`config.mk`:
```
export PLATFORM = sky130hd
export DESIGN_NAME = bop_bank
export DESIGN_NICKNAME = d
export VERILOG_FILES = /design/src/hw/bop_pkg.sv /design/src/hw/bop_timeout.sv /design/src/hw/bop_bank.sv
export SDC_FILE = /design/constraint.sdc
export NUM_CORES = 1
export LEC_CHECK = 0
export ABC_AREA = 1
export ABC_CLOCK_PERIOD_IN_PS = 1800
export BUFFER_PORTS_ARGS = -buffer_cell sky130_fd_sc_hd__buf_2
export CORE_UTILIZATION = 52
export CTS_BUF_LIST = sky130_fd_sc_hd__clkbuf_4
export DETAILED_ROUTE_END_ITERATION = 16
export GPL_TIMING_DRIVEN = 0
export PLACE_DENSITY = 0.88
export SETUP_SLACK_MARGIN = 0.02
export SLEW_MARGIN = 25
export SYNTH_ARGS = -nofsm -noshare
export SYNTH_HDL_FRONTEND = slang
export SYNTH_SLANG_ARGS = --single-unit
```
`constraint.sdc`:
```
create_clock -name clk_i -period 1.8 [get_ports clk_i]
set_clock_uncertainty 0.1 [all_clocks]
set_input_delay 0.36 -clock clk_i [delete_from_list [all_inputs] [get_ports clk_i]]
set_output_delay 0.36 -clock clk_i [all_outputs]
set_load 0.02 [all_outputs]
```
`src/hw/bop_pkg.sv`:
```
`default_nettype none
package bop_pkg;
    // ----------------------------------------------------------------
    // register map: word index, byte address is four times the index
    // ----------------------------------------------------------------
    localparam logic [2:0] IDX_UPDATE = 3'h0;
    localparam logic [2:0] IDX_SELECT = 3'h1;
    localparam logic [2:0] IDX_SCAN = 3'h2;
    localparam logic [2:0] IDX_MASK = 3'h3;
    localparam logic [2:0] IDX_COMMIT = 3'h4;
    localparam logic [2:0] IDX_STATUS = 3'h5;

    // ----------------------------------------------------------------
    // update state field
    // ----------------------------------------------------------------
    localparam logic [1:0] UPD_COMPLETE = 2'h0;
    localparam logic [1:0] UPD_UNDERWAY = 2'h1;

    // ----------------------------------------------------------------
    // reset values and field positions
    // ----------------------------------------------------------------
    localparam logic [7:0] SELECT_RESET = 8'h00;
    localparam logic [1:0] SCAN_RESET = 2'h0;
    localparam logic [4:0] MASK_RESET = 5'h00;
    localparam int SCAN_FOUND_BIT = 0;
    localparam int SCAN_REQ_BIT = 1;
    localparam int MASK_WAKE_BIT = 0;
    localparam int MASK_BUTTON_BIT = 1;
    localparam int MASK_WDOG_BIT = 2;
    localparam int MASK_TIMEOUT_BIT = 3;
    localparam int MASK_EVF_BIT = 4;

    // ----------------------------------------------------------------
    // timing
    // ----------------------------------------------------------------
    localparam int CLK_PERIOD_NS = 40;
    localparam int TICK_NS = 1000000;
    localparam int TICK_CYC = TICK_NS / CLK_PERIOD_NS;
    localparam int TIMEOUT_S = 60;
    localparam int TIMEOUT_TICKS = TIMEOUT_S * 1000;
endpackage : bop_pkg
`default_nettype wire

```
`src/hw/bop_timeout.sv`:
```
`timescale 1ns/1ps
`default_nettype none
module bop_timeout #(
    parameter int TICK_CYC = bop_pkg::TICK_CYC,
    parameter int TIMEOUT_TICKS = bop_pkg::TIMEOUT_TICKS
) (
    input wire logic clk_i,
    input wire logic rst_i,
    input wire logic run_i,
    input wire logic restart_i,
    output logic expire_o
);
    logic [31:0] div_r;
    logic [31:0] div_nxt;
    logic [31:0] left_r;
    logic [31:0] left_nxt;
    logic expire_nxt;
    logic tick;

    // ----------------------------------------------------------------
    // one-cycle tick enable, then countdown in ticks
    // ----------------------------------------------------------------
    always_comb begin
        tick = (div_r == 32'(TICK_CYC - 1));
        div_nxt = tick ? 32'h0000_0000 : div_r + 32'h0000_0001;
        left_nxt = left_r;
        expire_nxt = 1'b0;
        if (restart_i || !run_i) begin
            // full reload on every chassis command
            left_nxt = 32'(TIMEOUT_TICKS);
            div_nxt = 32'h0000_0000;
        end else if (tick && left_r != 32'h0000_0000) begin
            left_nxt = left_r - 32'h0000_0001;
            expire_nxt = (left_r == 32'h0000_0001);
        end
    end

    always_ff @(posedge clk_i) begin
        if (rst_i) begin
            div_r <= 32'h0000_0000;
            left_r <= 32'(TIMEOUT_TICKS);
            expire_o <= 1'b0;
        end else begin
            div_r <= div_nxt;
            left_r <= left_nxt;
            expire_o <= expire_nxt;
        end
    end
endmodule : bop_timeout
`default_nettype wire

```
`src/hw/bop_bank.sv`:
```
// Chosen here: the Wishbone slave port.
`timescale 1ns/1ps
`default_nettype none
module bop_bank #(
    parameter int TICK_CYC = bop_pkg::TICK_CYC,
    parameter int TIMEOUT_TICKS = bop_pkg::TIMEOUT_TICKS,
    parameter bit ROLLBACK_EN = 1'b0
) (
    input wire logic clk_i,
    input wire logic rst_i,
    input wire logic wb_cyc_i,
    input wire logic wb_stb_i,
    input wire logic wb_we_i,
    input wire logic [7:0] wb_adr_i,
    input wire logic [3:0] wb_sel_i,
    input wire logic [31:0] wb_dat_i,
    output logic [31:0] wb_dat_o,
    output logic wb_ack_o,
    input wire logic sys_reset_i,
    input wire logic power_down_i,
    input wire logic evf_reset_i,
    input wire logic wdog_reset_i,
    input wire logic button_reset_i,
    input wire logic wake_powerup_i,
    input wire logic chassis_cmd_i,
    input wire logic valid_set_i,
    input wire logic valid_clr_i,
    output logic boot_valid_o,
    output logic [1:0] update_state_o,
    output logic [7:0] partition_select_o,
    output logic scan_request_o
);
    logic [1:0] upd_r, upd_nxt;
    logic [7:0] sel_r, sel_nxt;
    logic [1:0] scan_r, scan_nxt;
    logic [4:0] mask_r, mask_nxt;
    logic [7:0] sel_snap_r, sel_snap_nxt;
    logic [1:0] scan_snap_r, scan_snap_nxt;
    logic [4:0] mask_snap_r, mask_snap_nxt;
    logic commit_r, commit_nxt;
    logic valid_r, valid_nxt;
    logic ack_nxt;
    logic [31:0] dat_nxt;
    logic [2:0] idx;
    logic mapped;
    logic expire;
    logic auto_clr;
    logic to_complete;
    logic [1:0] upd_wr;

    // ----------------------------------------------------------------
    // bus decode
    // ----------------------------------------------------------------
    function automatic logic wr_hit(input logic [2:0] i, input logic [2:0] r,
                                    input logic ok, input logic ack, input logic we,
                                    input logic lane);
        wr_hit = ok && ack && we && lane && (i == r);
    endfunction : wr_hit

    assign idx = wb_adr_i[4:2];
    assign mapped = (wb_adr_i[7:5] == 3'h0) && (idx <= bop_pkg::IDX_STATUS);

    // ----------------------------------------------------------------
    // 60 s chassis command watchdog
    // ----------------------------------------------------------------
    bop_timeout #(
        .TICK_CYC(TICK_CYC),
        .TIMEOUT_TICKS(TIMEOUT_TICKS)
    ) u_timeout (
        .clk_i(clk_i),
        .rst_i(rst_i),
        .run_i(valid_r),
        .restart_i(chassis_cmd_i),
        .expire_o(expire)
    );

    // ----------------------------------------------------------------
    // wishbone slave: ack one cycle after request, write at ack edge
    // ----------------------------------------------------------------
    always_comb begin
        ack_nxt = wb_cyc_i && wb_stb_i && !wb_ack_o;
        dat_nxt = 32'h0000_0000;
        if (ack_nxt && mapped) begin
            case (idx)
                bop_pkg::IDX_UPDATE: dat_nxt = {30'h0000_0000, upd_r};
                bop_pkg::IDX_SELECT: dat_nxt = {24'h00_0000, sel_r};
                bop_pkg::IDX_SCAN: dat_nxt = {30'h0000_0000, scan_r};
                bop_pkg::IDX_MASK: dat_nxt = {27'h000_0000, mask_r};
                bop_pkg::IDX_STATUS: dat_nxt = {30'h0000_0000, commit_r, valid_r};
                default: dat_nxt = 32'h0000_0000;
            endcase
        end
    end

    always_ff @(posedge clk_i) begin
        if (rst_i) begin
            wb_ack_o <= 1'b0;
            wb_dat_o <= 32'h0000_0000;
        end else begin
            wb_ack_o <= ack_nxt;
            wb_dat_o <= dat_nxt;
        end
    end

    // ----------------------------------------------------------------
    // parameter storage
    // ----------------------------------------------------------------
    always_comb begin
        upd_nxt = upd_r;
        sel_nxt = sel_r;
        scan_nxt = scan_r;
        mask_nxt = mask_r;
        sel_snap_nxt = sel_snap_r;
        scan_snap_nxt = scan_snap_r;
        mask_snap_nxt = mask_snap_r;
        commit_nxt = commit_r;
        upd_wr = wb_dat_i[1:0];
        // writes land immediately, whatever the update state says
        if (wr_hit(idx, bop_pkg::IDX_SELECT, mapped, wb_ack_o, wb_we_i, wb_sel_i[0])) begin
            sel_nxt = wb_dat_i[7:0];
        end
        if (wr_hit(idx, bop_pkg::IDX_SCAN, mapped, wb_ack_o, wb_we_i, wb_sel_i[0])) begin
            scan_nxt = wb_dat_i[1:0];
        end
        if (wr_hit(idx, bop_pkg::IDX_MASK, mapped, wb_ack_o, wb_we_i, wb_sel_i[0])) begin
            mask_nxt = wb_dat_i[4:0];
        end
        if (wr_hit(idx, bop_pkg::IDX_COMMIT, mapped, wb_ack_o, wb_we_i, wb_sel_i[0])) begin
            commit_nxt = 1'b1;
        end
        // reserved codes are refused, the field keeps its value
        if (wr_hit(idx, bop_pkg::IDX_UPDATE, mapped, wb_ack_o, wb_we_i, wb_sel_i[0])
            && (upd_wr == bop_pkg::UPD_COMPLETE || upd_wr == bop_pkg::UPD_UNDERWAY)) begin
            upd_nxt = upd_wr;
        end
        // volatile field drops back on system reset or power-down
        if ((sys_reset_i || power_down_i) && upd_r == bop_pkg::UPD_UNDERWAY) begin
            upd_nxt = bop_pkg::UPD_COMPLETE;
        end
        to_complete = (upd_r == bop_pkg::UPD_UNDERWAY) && (upd_nxt == bop_pkg::UPD_COMPLETE);
        if (upd_r == bop_pkg::UPD_COMPLETE && upd_nxt == bop_pkg::UPD_UNDERWAY) begin
            // snapshot taken at entry, so later writes stay visible at once
            sel_snap_nxt = sel_nxt;
            scan_snap_nxt = scan_nxt;
            mask_snap_nxt = mask_nxt;
            commit_nxt = 1'b0;
        end
        if (ROLLBACK_EN && to_complete && !commit_nxt) begin
            sel_nxt = sel_snap_r;
            scan_nxt = scan_snap_r;
            mask_nxt = mask_snap_r;
        end
    end

    always_ff @(posedge clk_i) begin
        if (rst_i) begin
            upd_r <= bop_pkg::UPD_COMPLETE;
            sel_r <= bop_pkg::SELECT_RESET;
            scan_r <= bop_pkg::SCAN_RESET;
            mask_r <= bop_pkg::MASK_RESET;
            sel_snap_r <= bop_pkg::SELECT_RESET;
            scan_snap_r <= bop_pkg::SCAN_RESET;
            mask_snap_r <= bop_pkg::MASK_RESET;
            commit_r <= 1'b0;
        end else begin
            upd_r <= upd_nxt;
            sel_r <= sel_nxt;
            scan_r <= scan_nxt;
            mask_r <= mask_nxt;
            sel_snap_r <= sel_snap_nxt;
            scan_snap_r <= scan_snap_nxt;
            mask_snap_r <= mask_snap_nxt;
            commit_r <= commit_nxt;
        end
    end

    // ----------------------------------------------------------------
    // boot flag valid bit and its automatic clearing
    // ----------------------------------------------------------------
    always_comb begin
        auto_clr = (evf_reset_i && !mask_r[bop_pkg::MASK_EVF_BIT])
            || (expire && !mask_r[bop_pkg::MASK_TIMEOUT_BIT])
            || (wdog_reset_i && !mask_r[bop_pkg::MASK_WDOG_BIT])
            || (button_reset_i && !mask_r[bop_pkg::MASK_BUTTON_BIT])
            || (wake_powerup_i && !mask_r[bop_pkg::MASK_WAKE_BIT]);
        valid_nxt = valid_r;
        if (auto_clr || valid_clr_i) begin
            valid_nxt = 1'b0;
        end
        // a set in the same cycle as any clear wins
        if (valid_set_i) begin
            valid_nxt = 1'b1;
        end
    end

    always_ff @(posedge clk_i) begin
        if (rst_i) begin
            valid_r <= 1'b0;
            boot_valid_o <= 1'b0;
            update_state_o <= bop_pkg::UPD_COMPLETE;
            partition_select_o <= bop_pkg::SELECT_RESET;
            scan_request_o <= 1'b0;
        end else begin
            valid_r <= valid_nxt;
            boot_valid_o <= valid_nxt;
            update_state_o <= upd_nxt;
            partition_select_o <= sel_nxt;
            scan_request_o <= scan_nxt[bop_pkg::SCAN_REQ_BIT];
        end
    end
endmodule : bop_bank
`default_nettype wire

```
# ---- Word level (Yosys, flattened, before mapping)
# Index checks and enable logic that the tools add are counted.
dict set report word_totals {
  register_bits 117
  out_inout_bits 45
  word_cells 80
}
dict set report op_classes {
  add_sub_neg 2
  magnitude_cmp 1
  eq_ne 10
  mux 6
  bitwise_logic 2
  reduce_logical 47
}
# op n
set ops {}
lappend ops {{one-hot mux 8 bit (5 select lines)} 1}
lappend ops {{adder 32 x 1 -> 32 bit (second input constant)} 1}
lappend ops {{equality test 32 x 1 -> 1 bit (second input constant)} 1}
lappend ops {{equality test 32 x 15 -> 1 bit (second input constant)} 1}
lappend ops {{nonzero test 32 bit} 1}
lappend ops {{subtractor 32 x 1 -> 32 bit (second input constant)} 1}
lappend ops {{logical AND 1 bit} 21}
lappend ops {{logical OR 1 bit} 8}
lappend ops {{logical NOT 1 bit} 7}
lappend ops {{equality test 2 x 1 -> 1 bit (second input constant)} 3}
lappend ops {{equality test 3 x 2 -> 1 bit (second input constant)} 2}
lappend ops {{equality test 3 bit (second input constant)} 2}
lappend ops {{logical NOT 3 bit} 2}
lappend ops {{two-way mux 2 bit} 3}
lappend ops {{OR reduction 2 bit} 3}
lappend ops {{OR reduction 3 bit} 2}
lappend ops {{logical NOT 2 bit} 2}
lappend ops {{equality test 3 x 1 -> 1 bit (second input constant)} 1}
lappend ops {{less-or-equal comparator 3 bit (second input constant)} 1}
lappend ops {{two-way mux 1 bit} 2}
lappend ops {{NOT 1 bit} 2}
lappend ops {{nonzero test 2 bit} 1}

# ---- Logic depth before layout (Yosys ltp)
# Gate-level depths: netlist (run 1).
dict set report depth {
  depth_word 12
  depth_mapped 11
  mapped_depth_nobuf 10
}

# ---- Cells and area by module
# Synthesis (run 1) repeated with hierarchy kept, for this count alone.
dict set report hier_totals {
  hier_cells 810
  hier_area_um2 5462.7
}
# module instances cells_each area_per_inst_um2
set modules_own_cells {}
lappend modules_own_cells {bop_timeout 1 620 4075.2}
lappend modules_own_cells {bop_bank 1 190 1387.6}

# ---- Least setup slack after synthesis (run 1)
# No wires, ideal clock.
dict set report synth_path {
  path_kind {register to register}
  from {reg u_timeout.left_r[0]}
  to {reg u_timeout.left_r[21]}
  t_arrival_ns 1.548
  required_ns 1.560
  setup_slack_ns 0.012
  stages_incl_launch_ff 11
  synth_period_minus_slack_ns 1.788
  path_cell_list {dfxtp_1 > inv_1 > ha_1 > nand2_4 > nor2_8 > nand2_2 > nor2_1 > nor2_4 > buf_6 > nand2_1 > a21oi_2}
}
dict set report synth_via {
  elab_chain_len 2
  word_cells_on_any_way 3
  cone_classes {add/sub: 1; reduce/logical: 2}
}
# item line_no
set synth_lines {}
lappend synth_lines {{from (decl)} bop_timeout.sv:15} ;# logic [31:0] left_r;
lappend synth_lines {{from (signal assigned)} bop_timeout.sv:41} ;# left_r <= 32'(TIMEOUT_TICKS);
lappend synth_lines {{from (signal assigned)} bop_timeout.sv:45} ;# left_r <= left_nxt;
lappend synth_lines {{branches (longest 2 deep; another with subtractor 32 x 1 -> 32 bit)} --}
# Several ways; the timed one is not identified.
# A chain may end at the register's enable or synchronous reset.

# ---- Worst setup path in the final report (run 1)
dict set report layout_path {
  from {reg u_timeout.left_r[10]}
  to {reg u_timeout.left_r[2]}
}
dict set report layout_via {
  elab_chain_len 2
}
# item line_no
set layout_lines {}
lappend layout_lines {{nonzero test 32 bit} bop_timeout.sv:32} ;# end else if (tick && left_r != 32'h0000_0000) begin
lappend layout_lines {{logical AND 1 bit} bop_timeout.sv:32}
# Every way passes these cells.

==> impl.org, run 1 <==
** Global route
- Entering global routing, the biggest net connects 17 pins.
- Global routing usage summed across all routing layers :: 0.258
- First-pass GRT wire length :: 22,700 µm
- Initial antenna violation count :: 0
- The via count of the first global-routing pass came to 4,929.
- Overflow left after global routing :: 0

** Routing
- Via density :: slightly above 5
- Initial drt markers :: 607
- Top layer used by detailed routing :: met4
- Count of nets left with antenna violations after detail routing :: 0
- Dividing the detail-routed wire length by the instance count gives 13.2 µm.
- The first detailed-routing pass ran for 7 iterations.
- In the detailed route, the total length drawn on met3 is roughly 1100 µm.
- After detailed routing, the number of remaining DRC violations is 0.
- Detail Route met2 WL :: ~6500 µm
- Across all layers, the routed design uses 5,631 vias.
- The final layout contains routed wiring with a total length of 14,300 µm.
- After detailed routing, the wire length on met1 is approximately 6400 µm.

** Logic synthesis
- Total of warnings raised by yosys :: 0
- Yosys mapped the design onto 34 distinct sky130hd cell types.
- Mapped Avg Cell Area :: 6.44 µm²
- Sequential element share of the synthesized area :: 0.343
- Instance count of the mapped netlist :: between 800 and 900
- Summed over all instances, the cell type with the most area after synthesis is sky130_fd_sc_hd__dfxtp_1.
- The synthesized netlist occupies a cell area of roughly 5400 µm².
- Post-synthesis sequential element count :: 93
- By area the synthesized netlist is led by sky130_fd_sc_hd__dfxtp_1, sky130_fd_sc_hd__nand2_1, sky130_fd_sc_hd__nor2_1, sky130_fd_sc_hd__inv_1, sky130_fd_sc_hd__nand3_1.
- Of the post-synthesis cell area, the dominant cell type holds 0.343.

** Setup path
- The worst setup path is launched from a flip-flop.
- The critical path starts at u_timeout.left_r[10].
- The worst register-to-register path begins at u_timeout.left_r[10].
- Arrival @ worst endpoint :: 2.07 ns
- Cell family with most CP delay :: simple AND/OR/NAND/NOR gates
- CP cell instances :: nor2_2 > nand2_2 > nor2_4 > nand2_2 > inv_2 > nand2_4 > nand2_4 > buf_8 > nand2_1 > a21oi_1
- For the worst setup path, the data required time is around 2.1 ns.
- The worst setup path is captured at a flip-flop.
- The largest single stage delay on the critical path is 0.39 ns.
- Crit path buf inv count :: 2
- Of all nets on the critical path, the largest fanout is 10.
- By startpoint and endpoint, the worst setup path is classified as reg2reg.
- The slowest stage of the critical path is the sky130_fd_sc_hd__dfxtp_2 cell.

** Cells and area
- In the final layout, the multi-input gates occupy between 3000 and 4000 µm².
- Across the whole layout, storage elements account for around 1900 µm².
- ANT cells :: 0
- Layout-stage area growth over the synthesis result :: 19.3%
- Fraction of final layout cells sized beyond drive strength 1 :: 0.248
- Fill cells in the final layout number 892.
- Net count of the finished layout :: 1,008
- Fraction of the core area covered by cells at the end of the flow :: 0.651

** Min path
- Worst hold-check path type :: in2reg
- In this run the most critical hold path is launched from wb_stb_i.

** Timing
- The worst path needs 1.78 ns of the cycle, external delays included.
- At the pin with the least slew margin, the transition time is 0.698 ns.
- Worst rel slew slack :: 0.535
- Hold Vio Cnt, Final :: 0
- Setup violators final :: 0
- Max Transition Viols Final :: 0
- Max Clock Freq :: between 500 and 600 MHz
- Sum of negative setup slack :: 0 ns
- In the finished design, the share of the clock period the worst path needs comes to 0.991.
- Setup repair after global routing could not meet its margin everywhere.

** Clock tree
- CTS sink cnt :: between 90 and 100
- The tree is rooted in a sky130_fd_sc_hd__clkbuf_4.
- For the worst-skew pair, the clock arrives at the later sink with an insertion delay of 0.47 ns.
- The clock passes through at most 2 buffers.
- Clock-pin slew was measured on the worst setup and hold paths at 0.16 ns.
- H-tree depth :: 3
- Number of clock buffers inserted by TritonCTS :: 9
- Clock tree from TritonCTS :: done

** Pwr
- Lkg Pwr :: 2.63 nW
- VDD sags by at most 0.294 mV.
- Power spread over the standard cell area amounts to 533 nW/µm².

** Placed design
- Detailed placement finished with a half-perimeter wire length of ~10,000 µm.
- Input/output buffers :: 49
- The congestion estimate from routability-driven global placement came to 0.971.

** Floorplanning
- In this run the horizontal extent of the chip is between 100 and 150 µm.
- # rows :: 36
- During I/O placement, the number of pins put on the boundary was 103.
- Die Outline Area :: ~11,000 µm²
- Area inside the core boundary :: 9950 µm²
- For this configuration, the core starts out at a cell density of 0.546.
- The floorplan step set the die height to 104 µm.

** Outcome
- The run finished with clean final reports.

** Job
- Maximum capacitance violations :: 0
[logic make-up after synthesis]
| logic type | after synthesis | share of synthesized area |
|---|---|---|
| AO/OA/AOI/OAI | 96 | 0.101 |
| XOR/XNOR | 24 | 0.0387 |
| adder cells (fa/ha/maj) | 3 | 0.00691 |
| buffers and inverters | 134 | 0.119 |
| flip-flops | 93 | 0.343 |
| other | 1 | 0.000690 |
| AND/OR/NAND/NOR | 492 | 0.391 |
[metal layers]
metal / track usage / up-vias
met5: 0 / -
met4: 0.0990 / 0
met3: 0.0307 / 31
met2: 0.419 / 262
met1: 0.349 / 2484
li1: - / 2854
[worst paths after layout]
| check | end | slack, ns | depth (start not counted) |
|---|---|---|---|
| hold / removal | wb_ack_o | 0.04 | 3 |
| setup / recovery | u_timeout.left_r[2] | 0.02 | 10 |
| setup reg to reg | u_timeout.left_r[2] | 0.02 | 10 |
| hold reg to reg | wb_dat_o[6] | 0.37 | 2 |
[area by class of cell]
cell class / instances / share of cell area
Clock buffer: 9 / 0.0104
Multi-Input combinational cell: 639 / 0.494
Tap cell: 133 / 0.0257
Buffer: 38 / 0.0450
Clock inverter: 7 / 0.0116
Sequential cell: 93 / 0.295
Inverter: 96 / 0.0556
Timing Repair Buffer: 70 / 0.0633
[placed cells by master (no fill, tap or decap), types with 2 or more instances in the layout]
cell	netlist	final
sky130_fd_sc_hd__xnor2_1	12	12
sky130_fd_sc_hd__dfxtp_1	93	62
sky130_fd_sc_hd__a211oi_1	3	3
sky130_fd_sc_hd__inv_2	5	9
sky130_fd_sc_hd__clkbuf_4	0	10
sky130_fd_sc_hd__nand3_1	64	62
sky130_fd_sc_hd__nor4_1	3	3
sky130_fd_sc_hd__nor3_2	2	3
sky130_fd_sc_hd__dfxtp_4	0	3
sky130_fd_sc_hd__buf_6	5	6
sky130_fd_sc_hd__a21oi_1	48	46
sky130_fd_sc_hd__nor2_4	5	10
sky130_fd_sc_hd__nand2_4	3	3
sky130_fd_sc_hd__clkinv_4	0	2
sky130_fd_sc_hd__nor3_1	13	11
sky130_fd_sc_hd__nand3b_1	4	4
sky130_fd_sc_hd__nor2_1	135	106
sky130_fd_sc_hd__clkinvlp_4	0	2
sky130_fd_sc_hd__dfxtp_2	0	28
sky130_fd_sc_hd__nand2_1	234	225
sky130_fd_sc_hd__conb_1	1	24
sky130_fd_sc_hd__clkbuf_1	4	3
sky130_fd_sc_hd__xor2_1	12	12
sky130_fd_sc_hd__a21oi_2	13	15
sky130_fd_sc_hd__o22ai_1	6	6
sky130_fd_sc_hd__inv_1	91	87
sky130_fd_sc_hd__nor2_2	3	27
sky130_fd_sc_hd__buf_2	2	51
sky130_fd_sc_hd__nand2_2	3	12
sky130_fd_sc_hd__o21ai_0	24	23
sky130_fd_sc_hd__nand4_1	19	19
sky130_fd_sc_hd__ha_4	0	2
sky130_fd_sc_hd__buf_4	27	44
[report_power, final]
group	switching, W	leakage (nW)	internal, W	total, W
clock network	0.000771	0.0702	0.000428	0.00120
logic	0.000117	1.80	0.0000753	0.000192
registers	0.00000282	0.763	0.00206	0.00206
total	0.000891	2.63	0.00256	0.00345
[Yosys cell counts, drive strengths merged]
cell	number
or2	2
a21oi	61
o22ai	6
inv	96
a211oi	3
nand4	19
nor4	3
nand2	240
nand3b	4
nand3	64
a221oi	1
clkbuf	4
conb	1
and3	1
xnor2	12
nor2	144
buf	34
dfxtp	93
o21ai	24
xor2	12
ha	3
a22oi	1
nor3	15
[timing repair]
| action | 4_1_cts | 5_1_grt |
|---|---|---|
| buffers inserted | 7 | 11 |
| resized for setup | 22 | 78 |
| cloned | 2 | 0 |
| endpoints found under the hold margin | 1 | 0 |
| pin swaps | 8 | 10 |
| hold buffers | 1 | 0 |
| endpoints found under the setup margin | 63 | 65 |
[per-stage QoR]
step                worst slack [ns]  instances  hold WS [ns]  total power, W  cell area (µm²)
finish                        0.0161       1085        0.0389         0.00345             6480
global route                 -0.0633       1085        0.0397         0.00356             6480
CTS                          0.00123       1074        0.0263         0.00346             6220
detailed placement            -0.268       1048         0.348         0.00229             5930
global placement              -0.233       1048         0.342         0.00229             5930
floorplan                     0.0678        866         0.326         0.00224             5520
[sequential cells by signal, indices dropped and copies added, names as in the netlist, 2 cells and up]
name,flops
u_timeout.left_r,32
wb_dat_o,8
u_timeout.div_r,32
partition_select_o,8
update_state_o,2
scan_r,2
mask_r,5
[tightest hold or removal path, cell delays in order]
cell                      delay, ns
sky130_fd_sc_hd__buf_2         0.09
sky130_fd_sc_hd__nand2_1       0.08
sky130_fd_sc_hd__nor3_1        0.05
Note: power is estimated with default switching activity, not from simulation.
==> run 2: changes to the inputs <==
Settings changed: CORE_ASPECT_RATIO from default to 1.75, MAX_ROUTING_LAYER from default to met4.
==> impl.org, run 2 (synthesized netlist as in run 1, its figures left out) <==
** Outcome
- Result of the run :: finished, violations left
- The checks that failed: setup timing.

** Global route
- Initial antenna violation count :: 1 (+1)
- The global-route congestion overflow total was 0 (unchanged).
- Maximum number of pins on one net before global-route repair :: 18 (+1)
- The wire length of the first global-routing pass came to 24,100 µm (+6.4%).
- Number of global-route vias before repair :: 5,396 (+9.5%)
- Global routing usage summed across all routing layers :: 0.299 (+0.0418)

** Routing
- The final routed DRC violation total was 0 (unchanged).
- The routed wire length is 15,700 µm (+9.2%).
- Top layer used by detailed routing :: met4
- Detail Route met2 WL :: 8230 µm (+26%)
- The post-route antenna net violation count was 0 (unchanged).
- The number of search-and-repair iterations in the first detailed-routing pass came to 5 (-2).
- Via density :: 5.33 (+2.7%)
- Met1 routed wirelength after detailed routing :: 5560 µm (-13%)
- The number of design-rule violations left by the first detailed-router iteration is 458 (-25%).
- The number of vias after detailed routing is 5,739 (+1.9%).
- Met3 wire len :: 711 µm (-34%)
- The routed wire length per instance is 14.5 µm (+10%).

** Timing
- Setup repair after global routing could not meet its margin everywhere.
- The highest clock rate is 554 MHz (-1.2%).
- Tmin final :: 1.81 ns (+0.0220 ns)
- Min setup slack post-route :: -0.00585 ns (-0.0220 ns)
- The share of the cycle needed by the critical path after routing is 1.00 (+0.0122).
- The slew of the pin with the lowest slew margin was 0.705 ns (+0.00713 ns).
- Worst rel slew slack :: 0.526 (-0.00909)
- The final-report hold violation count is 0 (unchanged).
- Max Transition Viols Final :: 0 (unchanged)
- The final total negative setup slack is -0.00585 ns (-0.00585 ns).
- The number of failing setup endpoints in the final timing report is 1 (+1).

** Floorplanning
- Die Height :: 137 µm (+32%)
- The number of primary I/O pins came to 103 (unchanged).
- The initial standard-cell utilization of the core came to 0.531 (-0.0151).
- The number of cell rows is 49 (+36%).
- The die area was 10,900 µm² (+0.14%).
- The die width came to 79.3 µm (-24%).
- The area of the core region came to 10,200 µm² (+2.9%).

** Cells and area
- Net count of the finished layout :: 1,005 (-0.30%)
- Commonest cells after routing, fill and taps aside :: sky130_fd_sc_hd__nand2_1, sky130_fd_sc_hd__nor2_1, sky130_fd_sc_hd__inv_1, sky130_fd_sc_hd__dfxtp_1, sky130_fd_sc_hd__nand3_1
- Registers with the most flip-flops :: u_timeout.div_r: 32 flops, u_timeout.left_r: 32 flops
- Layout-stage area growth over the synthesis result :: 18.8%
- Fillers :: 945 (+5.9%)
- Leaving out fill and tap cells, the most frequent cell in the layout is sky130_fd_sc_hd__nand2_1.
- The share of post-route cells with drive strength above 1 was 0.229 (-0.0192).
- The utilization after layout was 0.630 (-0.0205).
- The final cell count without fillers was 1,077 (-0.74%).

** Setup path
- The setup path with the least slack is of type reg2reg.
- The maximum fanout encountered on the critical timing path is 10 (unchanged).
- Critical path endpoint category :: flip-flop
- STA classifies the critical path startpoint as a flip-flop.
- Tracing the worst setup path back leads to its startpoint at u_timeout.left_r[8].
- The required time of the critical path was 2.10 ns (about the same).
- The startpoint identified for the worst register-to-register timing path is u_timeout.left_r[8].
- Arrival @ worst endpoint :: 2.11 ns (+0.04 ns)

** Min path
- The worst hold path belongs to the class in2reg.
- In this run the most critical hold path is launched from wb_stb_i.

** Clock tree
- The deepest clock path buffer count is 2 (unchanged).
- The deepest level of the CTS H-tree came to 3 (unchanged).
- Number of clock buffers inserted by TritonCTS :: 9 (unchanged)
- In this run the clock root is driven by a sky130_fd_sc_hd__clkbuf_4.
- The source-to-sink clock delay at the later pin of the worst-skew pair was 0.47 ns (about the same).
- TritonCTS built the clock tree.
- The clock transition time at the flip-flop clock pins of the worst setup and hold paths came to 0.17 ns (about the same).
- CTS sink cnt :: 93 (unchanged)

** Placed design
- The number of cells in the design after placement came to 1,042 (-0.57%).
- The final HPWL from detailed placement is 11,500 µm (+11%).
- Input/output buffers :: 49 (unchanged)
- GP Congestion :: 1.01 (+4.2%)

** Job
- The count of max-cap constraint violations was 0 (unchanged).

** Pwr
- The total power per unit cell area was 544 nW/µm² (+2.1%).
- The leakage power came to 2.65 nW (+0.78%).
- The worst vdd rail ir drop was 0.304 mV (+3.4%).
==> run 2: changes by cell type in the layout (fill, tap and decap cells not counted), moves of 2 or more <==
| cell | change |
|---|---|
| sky130_fd_sc_hd__nand2_2 | -3 |
| sky130_fd_sc_hd__nor3_4 | +2 |
| sky130_fd_sc_hd__buf_4 | -5 |
| sky130_fd_sc_hd__nor2_2 | -7 |
| sky130_fd_sc_hd__dfxtp_1 | +7 |
| sky130_fd_sc_hd__nand2_1 | +3 |
| sky130_fd_sc_hd__inv_8 | +2 |
| sky130_fd_sc_hd__dfxtp_2 | -6 |
| sky130_fd_sc_hd__nor2_1 | +6 |
==> run 2: worst paths after layout <==
path,slack (ns),cells after the start,endpoint
setup / recovery,-0.006,10,u_timeout.left_r[10]
hold / removal,0.006,3,wb_ack_o
setup reg to reg,-0.006,10,u_timeout.left_r[10]
hold reg to reg,0.37,2,wb_dat_o[5]
==> run 2: cell type report <==
| type | count | area, µm² | share of cell area |
|---|---|---|---|
| Tap cell | 127 | 159 | 0.0246 |
| Timing Repair Buffer | 67 | 387 | 0.0599 |
| Clock inverter | 7 | 82.6 | 0.0128 |
| Buffer | 38 | 303 | 0.0469 |
| Multi-Input combinational cell | 639 | 3200 | 0.495 |
| Antenna cell | 1 | 2.50 | 0.000388 |
| Sequential cell | 93 | 1900 | 0.294 |
| Inverter | 96 | 360 | 0.0558 |
| Clock buffer | 9 | 67.6 | 0.0105 |
==> run 2: routing by layer <==
layer  up-vias  global-route usage
li1       2846                   -
met3        98              0.0636
met1      2564               0.274
met2       231               0.526
met5         -                   -
met4         0               0.242
==> run 2: worst max-delay path, stage by stage, from the launching register on <==
cell and delay, ns:
sky130_fd_sc_hd__dfxtp_2 0.39, sky130_fd_sc_hd__nor2_2 0.17, sky130_fd_sc_hd__nand2_2 0.11, sky130_fd_sc_hd__nor2_4 0.19
sky130_fd_sc_hd__nand2_2 0.11, sky130_fd_sc_hd__inv_2 0.08, sky130_fd_sc_hd__nand2_4 0.09, sky130_fd_sc_hd__nand2_4 0.12
sky130_fd_sc_hd__buf_8 0.14, sky130_fd_sc_hd__nand2_1 0.08, sky130_fd_sc_hd__a21oi_2 0.15
==> run 2: power breakdown <==
group | internal [W] | total [W] | switching [W]
logic | 0.0000765 | 0.000196 | 0.000120
clock network | 0.000448 | 0.00125 | 0.000805
registers | 0.00206 | 0.00206 | 0.00000206
==> run 2: timing repair <==
| item | 4_1_cts | 5_1_grt |
|---|---|---|
| pin swaps | 6 | 6 |
| endpoints found under the setup margin | 64 | 63 |
| hold buffers | 1 | 0 |
| setup buffers | 10 | 6 |
| endpoints found under the hold margin | 1 | 0 |
| gates cloned | 1 | 0 |
| gates resized for setup | 21 | 65 |
==> run 2: stage by stage <==
stage / worst slack (ns) / total power [W] / area (µm²) / hold slack (ns)
after global routing: -0.0960 / 0.00365 / 6450 / 0.00256
after global placement: -0.221 / 0.00230 / 5930 / 0.343
after CTS: 0.00206 / 0.00351 / 6240 / 0.00328
after detailed placement: -0.227 / 0.00230 / 5930 / 0.354
after floorplan: 0.0678 / 0.00224 / 5520 / 0.326
final: -0.00585 / 0.00351 / 6450 / 0.00637
